`src/inc/plt_pkg.sv`:
```
// Constants and state layout for the period timer with optional limit reset.
// Assumes a single 100 MHz clock and a plain strobe register port.
package plt_pkg;

    // Clock rate and the instruction-clock divide (system clock over four).
    localparam int        CLK_MHZ      = 100;
    localparam logic [1:0] INSTR_LAST  = 2'h3;

    // Register indices on the address port.
    localparam logic [2:0] ADDR_COUNT  = 3'h0;
    localparam logic [2:0] ADDR_PERIOD = 3'h1;
    localparam logic [2:0] ADDR_CTRL0  = 3'h2;
    localparam logic [2:0] ADDR_CTRL1  = 3'h3;
    localparam logic [2:0] ADDR_STATUS = 3'h4;

    // Control register zero fields.
    localparam int CTRL0_POST_LSB = 3;
    localparam int CTRL0_RUN_BIT  = 2;
    localparam int CTRL0_PRE_LSB  = 0;

    // Control register one fields (limit form only).
    localparam int CTRL1_FES_BIT   = 7;
    localparam int CTRL1_RES_BIT   = 6;
    localparam int CTRL1_ERS_LSB   = 2;
    localparam int CTRL1_FEREN_BIT = 1;
    localparam int CTRL1_REREN_BIT = 0;

    // Status register fields.
    localparam int STAT_FLAG_BIT = 0;
    localparam int STAT_IE_BIT   = 1;

    // Reset values of count and period.
    localparam logic [7:0] COUNT_RST  = 8'h00;
    localparam logic [7:0] PERIOD_RST = 8'hff;

    // Last prescaler count for each prescale code: 1, 4, 16, 64.
    localparam logic [5:0] PRE_LAST_1  = 6'h00;
    localparam logic [5:0] PRE_LAST_4  = 6'h03;
    localparam logic [5:0] PRE_LAST_16 = 6'h0f;
    localparam logic [5:0] PRE_LAST_64 = 6'h3f;

    // Complete state of one timer.
    typedef struct packed {
        logic [1:0] quarter;
        logic [5:0] pre;
        logic [3:0] post;
        logic [7:0] cnt;
        logic [7:0] per;
        logic       run;
        logic [1:0] psel;
        logic [3:0] osel;
        logic [2:0] ers;
        logic       fes;
        logic       res;
        logic       feren;
        logic       reren;
        logic       sync1;
        logic       sync2;
        logic       sync3;
        logic       filt;
        logic       pend;
        logic       flag;
        logic       ie;
        logic       match;
        logic       irq;
        logic [7:0] rdata;
    } plt_state_t;

    localparam plt_state_t STATE_RST = '{
        quarter: 2'h0, pre: 6'h00, post: 4'h0, cnt: COUNT_RST, per: PERIOD_RST,
        run: 1'b0, psel: 2'h0, osel: 4'h0, ers: 3'h0, fes: 1'b0, res: 1'b0,
        feren: 1'b0, reren: 1'b0, sync1: 1'b0, sync2: 1'b0, sync3: 1'b0,
        filt: 1'b0, pend: 1'b0, flag: 1'b0, ie: 1'b0, match: 1'b0, irq: 1'b0,
        rdata: 8'h00};

endpackage

```
`src/logic/plt_timer.sv`:
```
// Eight-bit period timer with prescaler, postscaler and optional limit reset.
// Assumes one clock, a synchronous reset that stands for every device reset,
// and peripheral outputs on srcIn that are asynchronous to clk.
//
// Chosen here: the strobed register port and the placing of the registers.
`timescale 1ns/1ps

module plt_timer
    import plt_pkg::*;
#(
    parameter bit LIMIT_EN = 1'b1
) (
    // Clock and reset.
    input  wire logic       clk,
    input  wire logic       srst,
    // Register port.
    input  wire logic [2:0] addr,
    input  wire logic [7:0] wrData,
    input  wire logic       wrStb,
    input  wire logic       rdStb,
    output logic      [7:0] rdData,
    // Peripheral reset sources, in select-code order.
    input  wire logic [5:0] srcIn,
    // Timer outputs.
    output logic            limitMatch,
    output logic            matchFlag,
    output logic            intReq
);

    plt_state_t st;
    plt_state_t nx;

    // Decoded strobes and per-cycle events.
    logic       wrCount;
    logic       wrCtrl0;
    logic       instrEn;
    logic       tick;
    logic [5:0] preLast;
    logic       srcSel;
    logic       filtNext;
    logic       riseEv;
    logic       fallEv;
    logic       flagSet;

    assign wrCount = wrStb && (addr == ADDR_COUNT);
    assign wrCtrl0 = wrStb && (addr == ADDR_CTRL0);

    // Instruction clock enable: one pulse in four system clocks.
    assign instrEn = (st.quarter == INSTR_LAST);

    // Prescale code to last prescaler count.
    always_comb begin
        case (st.psel)
            2'h0:    preLast = PRE_LAST_1;
            2'h1:    preLast = PRE_LAST_4;
            2'h2:    preLast = PRE_LAST_16;
            default: preLast = PRE_LAST_64;
        endcase
    end

    // A scaler-clearing write blocks the advance in its own cycle.
    assign tick = instrEn && st.run && (st.pre == preLast) && !wrCount && !wrCtrl0;

    // Postscaler output this cycle; it outranks a software clear of the flag.
    assign flagSet = tick && !(LIMIT_EN && st.pend)
                     && (st.cnt == st.per) && (st.post == st.osel);

    // Switching the source can look like one edge, which arms one early clear.
    // Source selection; reserved codes give a constant zero.
    always_comb begin
        case (st.ers)
            3'h0:    srcSel = srcIn[0];
            3'h1:    srcSel = srcIn[1];
            3'h2:    srcSel = srcIn[2];
            3'h3:    srcSel = srcIn[3];
            3'h4:    srcSel = srcIn[4];
            3'h5:    srcSel = srcIn[5];
            default: srcSel = 1'b0;
        endcase
    end

    // Filtered level changes only once the last two sync stages agree.
    assign filtNext = (st.sync2 == st.sync3) ? st.sync2 : st.filt;

    // Edge mode catches transitions, level mode catches the held level.
    assign riseEv = st.reren && (st.res ? (filtNext && !st.filt) : filtNext);
    assign fallEv = st.feren && (st.fes ? (!filtNext && st.filt) : !filtNext);

    // Next-state logic for the whole timer.
    always_comb begin
        nx = st;
        // The quarter phase runs free; writes never shift the instruction clock.
        nx.quarter = 2'(st.quarter + 2'h1);

        // Prescaler runs on the instruction clock while the timer is on.
        if (instrEn && st.run) begin
            nx.pre = (st.pre == preLast) ? 6'h00 : 6'(st.pre + 6'h01);
        end

        // Count advance, early restart, or match wrap.
        if (tick) begin
            if (LIMIT_EN && st.pend) begin
                nx.cnt  = COUNT_RST;
                nx.pend = 1'b0;
            end else if (st.cnt == st.per) begin
                nx.cnt = COUNT_RST;
                if (st.post == st.osel) begin
                    nx.post = 4'h0;
                    nx.flag = 1'b1;
                end else begin
                    nx.post = 4'(st.post + 4'h1);
                end
            end else begin
                nx.cnt = 8'(st.cnt + 8'h01);
            end
        end

        // Limit-form event path: sync chain and pending clear.
        if (LIMIT_EN) begin
            nx.sync1 = srcSel;
            nx.sync2 = st.sync1;
            nx.sync3 = st.sync2;
            nx.filt  = filtNext;
            if (riseEv || fallEv) begin
                nx.pend = 1'b1;
            end
        end

        // Register writes; count write beats any event and drops it.
        if (wrStb) begin
            case (addr)
                ADDR_COUNT: begin
                    nx.cnt  = wrData;
                    nx.pre  = 6'h00;
                    nx.post = 4'h0;
                    nx.pend = 1'b0;
                end
                ADDR_PERIOD: begin
                    nx.per = wrData;
                end
                ADDR_CTRL0: begin
                    nx.osel = wrData[CTRL0_POST_LSB +: 4];
                    nx.run  = wrData[CTRL0_RUN_BIT];
                    nx.psel = wrData[CTRL0_PRE_LSB +: 2];
                    nx.pre  = 6'h00;
                    nx.post = 4'h0;
                end
                ADDR_CTRL1: begin
                    if (LIMIT_EN) begin
                        nx.fes   = wrData[CTRL1_FES_BIT];
                        nx.res   = wrData[CTRL1_RES_BIT];
                        nx.ers   = wrData[CTRL1_ERS_LSB +: 3];
                        nx.feren = wrData[CTRL1_FEREN_BIT];
                        nx.reren = wrData[CTRL1_REREN_BIT];
                    end
                end
                ADDR_STATUS: begin
                    // Writing zero clears the flag unless a postscaler output sets it now.
                    if (!wrData[STAT_FLAG_BIT] && !flagSet) begin
                        nx.flag = 1'b0;
                    end
                    nx.ie = wrData[STAT_IE_BIT];
                end
                default: begin
                end
            endcase
        end

        // Outputs registered from the next state.
        nx.match = (nx.cnt == nx.per);
        nx.irq   = nx.flag && nx.ie;

        // Read data stands in the cycle after the read strobe.
        nx.rdata = 8'h00;
        if (rdStb) begin
            case (addr)
                ADDR_COUNT:  nx.rdata = st.cnt;
                ADDR_PERIOD: nx.rdata = st.per;
                ADDR_CTRL0:  nx.rdata = {1'b0, st.osel, st.run, st.psel};
                ADDR_CTRL1:  nx.rdata = {st.fes, st.res, 1'b0, st.ers, st.feren, st.reren};
                ADDR_STATUS: nx.rdata = {6'h00, st.ie, st.flag};
                default:     nx.rdata = 8'h00;
            endcase
        end
    end

    // State register; reset stands for every kind of device reset.
    always_ff @(posedge clk) begin
        if (srst) begin
            st <= STATE_RST;
        end else begin
            st <= nx;
        end
    end

    assign rdData     = st.rdata;
    assign limitMatch = st.match;
    assign matchFlag  = st.flag;
    assign intReq     = st.irq;
endmodule

```
`config.mk`:
```
export PLATFORM = sky130hd
export DESIGN_NAME = plt_timer
export DESIGN_NICKNAME = d
export VERILOG_FILES = /design/src/inc/plt_pkg.sv /design/src/logic/plt_timer.sv
export SDC_FILE = /design/constraint.sdc
export NUM_CORES = 1
export LEC_CHECK = 0
export ABC_AREA = 1
export BUFFER_PORTS_ARGS = -buffer_cell sky130_fd_sc_hd__buf_2
export CAP_MARGIN = 20
export CORE_ASPECT_RATIO = 1.5
export CORE_MARGIN = 2
export CORE_UTILIZATION = 35
export DETAILED_ROUTE_END_ITERATION = 16
export REMOVE_ABC_BUFFERS = 1
export SLEW_MARGIN = 20
export SYNTH_ARGS = -nofsm -noshare
export SYNTH_HDL_FRONTEND = slang
export SYNTH_SLANG_ARGS = --single-unit
```
`constraint.sdc`:
```
create_clock -name clk -period 2.95 [get_ports clk]
set_clock_uncertainty 0.2 [all_clocks]
set_input_delay 0.1475 -clock clk [delete_from_list [all_inputs] [get_ports clk]]
set_output_delay 0.1475 -clock clk [all_outputs]
set_load 0.01 [all_outputs]
```
# --- Word level (Yosys, flattened, before mapping) ---
# Cells that the tools add are included.
# W data, S select, Z words.
classes:
  n_eq_ne: 17
  addsub: 4
  bitwise: 1
  n_mux: 29
  reduce_logical: 30
op_table:
  columns: ["cell", "n"]
  rows:
  - ["$mux W40", 1]
  - ["$pmux W8 S5", 1]
  - ["$mux W8", 4]
  - ["$pmux W6 S3", 1]
  - ["$eq A8 B8 Y1", 2]
  - ["$logic_and A1 B1 Y1", 15]
  - ["$mux W7", 2]
  - ["$eq A3 B2 Y1 const B", 4]
  - ["$mux W12", 1]
  - ["$mux W4", 3]
  - ["$mux W6", 2]
  - ["$mux W10", 1]
  - ["$eq A3 B3 Y1 const B", 3]
  - ["$mux W1", 9]
  - ["$add A8 B1 Y8 const B", 1]
  - ["$logic_not A1 Y1", 7]
  - ["$add A6 B1 Y6 const B", 1]
  - ["$eq A3 B1 Y1 const B", 2]
  - ["$eq A6 B6 Y1", 1]
  - ["$logic_not A3 Y1", 2]
  - ["$pmux W1 S6", 1]
  - ["$add A4 B1 Y4 const B", 1]
  - ["$eq A2 B2 Y1 const B", 2]
  - ["$eq A4 B4 Y1", 1]
  - ["10 further kinds", 13]
totals:
  output_inout_bits: 11
  word_cells: 104
  register_bits: 59

# --- Longest topological paths before layout ---
depth:
  word_depth: 15
  depth_mapped: 16
  depth_no_buf: 16

# --- Least setup slack after synthesis ---
# No wires, ideal clock.
synth_path:
  path_type: "register -> register"
  start: "register st[57] (netlist bit)"
  end: "register st, in the netlist limitMatch"
  stages_incl_launch_ff: 14
  t_arrival_ns: 1.578
  setup_ns: 0.062
  t_required_ns: 2.688
  n_path_buf: 0
  synth_period_minus_slack_ns: 1.840
  path_slack_ns: 1.110
  path_cell_list: "dfxtp_1 -> ha_1 -> nand2_2 -> inv_1 -> nand2_1 -> nor2_4 -> nand2_4 -> a21oi_2 -> nand2_1 -> nand2_1 -> nand3_1 -> nor2_1 -> nand3_1 -> nor2_2"
synth_between:
  elab_chain_cells: 9
synth_lines:
  columns: ["item", "line", "rtl"]
  rows:
  - ["start, declared", "plt_timer.sv:30", "plt_state_t st;"]
  - ["start signal, assigned", "plt_timer.sv:192", "st <= nx;"]
  - ["$eq A2 B2 Y1 *", "plt_timer.sv:49", "assign instrEn = (st.quarter == INSTR_LAST);"]
  - ["$logic_and A1 B1 Y1 * (4 in series)", "plt_timer.sv:62", "assign tick = instrEn && st.run && (st.pre == preLast) && !wrCount && !wrCtrl0;"]
  - ["$mux W12 *", "plt_timer.sv:101", "if (tick) begin"]
  - ["$mux W8", "plt_timer.sv:131", "case (addr)"]
  - ["$mux W40 *", "plt_timer.sv:130", "if (wrStb) begin"]
  - ["$eq A8 B8 Y1 *", "plt_timer.sv:170", "nx.match = (nx.cnt == nx.per);"]
# Every way passes the cells marked *; elsewhere a longest branch is shown, timed or not.
# A chain may end at the register's enable or synchronous reset.

# --- Worst setup path after layout ---
layout_path:
  start: "register st[40] (netlist bit)"
  end: "register st, in the netlist limitMatch"
layout_between:
  elab_chain_cells: 7
layout_lines:
  columns: ["item", "line", "rtl"]
  rows:
  - ["$add A8 B1 Y8 or $eq A8 B8 Y1 (tied branches)", "plt_timer.sv:114, plt_timer.sv:105", null]
  - ["$mux W8", "plt_timer.sv:105", "end else if (st.cnt == st.per) begin"]
  - ["$mux W8", "plt_timer.sv:102", "if (LIMIT_EN && st.pend) begin"]
  - ["$mux W12 *", "plt_timer.sv:101", null]
  - ["$mux W8", "plt_timer.sv:131", null]
  - ["$mux W40 *", "plt_timer.sv:130", null]
  - ["$eq A8 B8 Y1 *", "plt_timer.sv:170", null]
# Marked as above.

==> reports/results.tsv <==
metric	value	unit
core	8780	um^2
die_area	9800	um^2
ys_seq_elements	59	
antenna_found_initial	0	
setup_viol_count_final	0	
post_cts_resize_count	0	
cp.arrival	2.34	ns
period_needed	2.27	ns
die_x	81.5	um
num_vias	3112	
synth_top_area_share	37.4	%
reg2regPathDepth	15	
drv_cap	0	
final-max-slew-violation-count	0	
fmax	0.440	GHz
path_max_fanout	4	
synth_largest_area_cell	dfxtp_1	
synthFlopType	dfxtp_1	
rsz0062_at_grt	no	
async_flop_share	0	%
dieHeight	120	um
grt_start_max_net_pins	20	
slowest_stage	dfxtp_1	
fin_nets	529	
rrSetupSlack	0.68	ns
use_met1	21.2	%
first_global_vias	3027	
required	3.02	ns
drt_iter0_drc	167	
relSlewSlack	71.4	%
p_leak	0.00167	uW
grt.overflow.total	0	
wirelength	9370	um
port_buffers	31	
syn_area	3150	um^2
cp_slowest_stage_delay	0.39	ns
cts-buffers-inserted	9	
htreeDepth	3	
rows	42	
areaGrowthSynthToFinish	18.8	%
clock_latency	0.33	ns
yosys_warnings	0	
dr.pass1.iters	5	
track_usage	20.8	%
end_kind	flop	
clock-root-buffer	clkbuf_16	
fin_crit_sh	77.0	%
wire_per_inst	15.1	um
placed_cell_area	3360	um^2
ioPinCount	32	
ant_nets	0	
dp_hpwl	7300	um
grt_pass1_wl	14900	um
crit_top_cell	nand2_1	
postCtsHoldBufs	11	
cts_sinks	59	
tns	0	ns
worstMarginPinSlew	0.428	ns
whs_endpoint	nx[14]	
via_per_inst	5.03	
clockBufferDepth	2	
final_hold_viol_count	0	
cp_cell_sequence	ha_1, nand2_1, nor2_1, nand2_1, nor2_1, nand2_1, nand3_1, nand2_1, nand3_1, nand2_1, nand2_1, nand2_1, nor2_1, nand2_1, nor2_2	
fin_area	3750	um^2
fill_cells	882	
critPathKind	flop to flop	
clk_pin_slew	0.05	ns
use_met3	3.73	%
status	finished clean	
p_per_area	522	nW/um^2
synthCells	466	
gp_congestion	0.951	
cts_tree	built	
diodes	0	
crit_start	st[40]	
irDropWorstVdd	0.334	mV
yosysUniqueCellTypes	36	
worstHoldStart	srst	
hp-class	input pin to flop	
syn_area_per_cell	6.77	um^2
post_cts_buffers	0	
busiest_layer	met2	
initial_utilization	35.9	%
cp-start-kind	flop	
worst_r2r_startpoint	st[40]	
drc	0	
synth_edf_count	0	
use_met2	36.6	%
synth_area_leaders	dfxtp_1, nand2_1, inv_1, nand3_1, nor2_1	
hold_depth	2	
r2r-end	limitMatch	
yosysSeqAreaShare	37.4	%
drive_above_1_share	12.2	%
synthesized netlist by cell type, types with 3 or more instances:
library cell  count
o21ai_1           3
inv_1            64
ha_1              4
nor2_1           47
buf_4             8
a21oi_1          29
nand4_1           5
nor3_1            7
o22ai_1           8
a221oi_1          5
o21ai_0          25
dfxtp_1          59
nand2_1         115
nand3_1          38
a211oi_1          3
clkbuf_1          6
nor2_4            3
xnor2_1           9
xor2_1            6
final cells by class:
cell class,count,area (um^2),share of cell area (%)
clock buffer,12,246,6.58
clock inverter,4,26.3,0.701
inverter,64,240,6.41
multi-input combinational,326,1640,43.6
sequential,59,1180,31.5
tap,110,138,3.67
timing repair buffer,44,280,7.48
sequential cells by signal, summed over array words and instances (netlist names):
signal,flops
nx,2
intReq,1
limitMatch,1
st,46
rdData,8
matchFlag,1
worst max-delay path: cells and delay by family (launching register included):
kind	cells	cell delay, ns
and+or+nand+nor	14	1.40
adders and majority gates	1	0.22
DFF	1	0.39
layout by cell type, fill, tap and decap left out, drive strengths merged:
| master | netlist | final |
|---|---|---|
| a211oi | 3 | 3 |
| clkinv | 0 | 3 |
| o221ai | 1 | 1 |
| clkinvlp | 0 | 1 |
| dfxtp | 59 | 59 |
| xnor2 | 9 | 9 |
| o22ai | 8 | 8 |
| nand2 | 118 | 118 |
| dlygate4sd3 | 0 | 11 |
| nand3b | 2 | 2 |
| nand4 | 5 | 5 |
| a221oi | 5 | 5 |
| o21bai | 1 | 1 |
| a31oi | 1 | 1 |
| buf | 10 | 33 |
| nor4 | 1 | 1 |
| clkbuf | 7 | 12 |
| o21ai | 28 | 28 |
| nor2 | 52 | 52 |
| xor2 | 6 | 6 |
| ha | 4 | 4 |
| or2 | 3 | 3 |
| inv | 64 | 64 |
| nor3 | 9 | 9 |
| o21a | 1 | 1 |
| nand3 | 39 | 39 |
| a21oi | 30 | 30 |
cell families after synthesis:
family,count (synthesis),share of synthesized area [%]
adders and majority gates,4,1.59
AOI/OAI and AO/OA,78,14.0
and+or+nand+nor,229,32.1
xor gates and xnor gates,15,4.17
DFF,59,37.4
buffers and inverters,81,10.7
stage by stage:
stage	std cells	hold WS [ns]	total power, uW	utilization [%]	setup WS (ns)
after floorplan	449	0.0142	938	-	1.10
after global placement	592	0.201	1000	38.3	0.687
after detailed placement	592	0.202	1010	38.3	0.768
after CTS	619	0.00804	1970	42.7	0.749
after global routing	619	0.0155	2030	42.7	0.472
final	619	0.00642	1960	42.7	0.679
worst max-delay path by stage:
| stage | end | cells past startpoint |
|---|---|---|
| 3_5_place_dp | st[50] | 9 |
| 5_1_grt | limitMatch | 15 |
| 3_3_place_gp | limitMatch | 15 |
| 4_1_cts | limitMatch | 15 |
| 2_1_floorplan | limitMatch | 13 |
| 6_report | limitMatch | 15 |
per-layer routing:
layer,share of wire (%),vias up
li1,-,1576
met1,39,1410
met2,51,94
met3,4.4,32
met4,5.8,0
met5,0,-
where the power goes:
part / leakage (uW) / internal, uW / switching [uW] / total (uW)
Combinational: 0.00106 / 59.3 / 107 / 167
Sequential: 0.000479 / 817 / 13.7 / 831
Clock: 0.000133 / 589 / 369 / 958
Note: power is estimated with default switching activity, not from simulation.
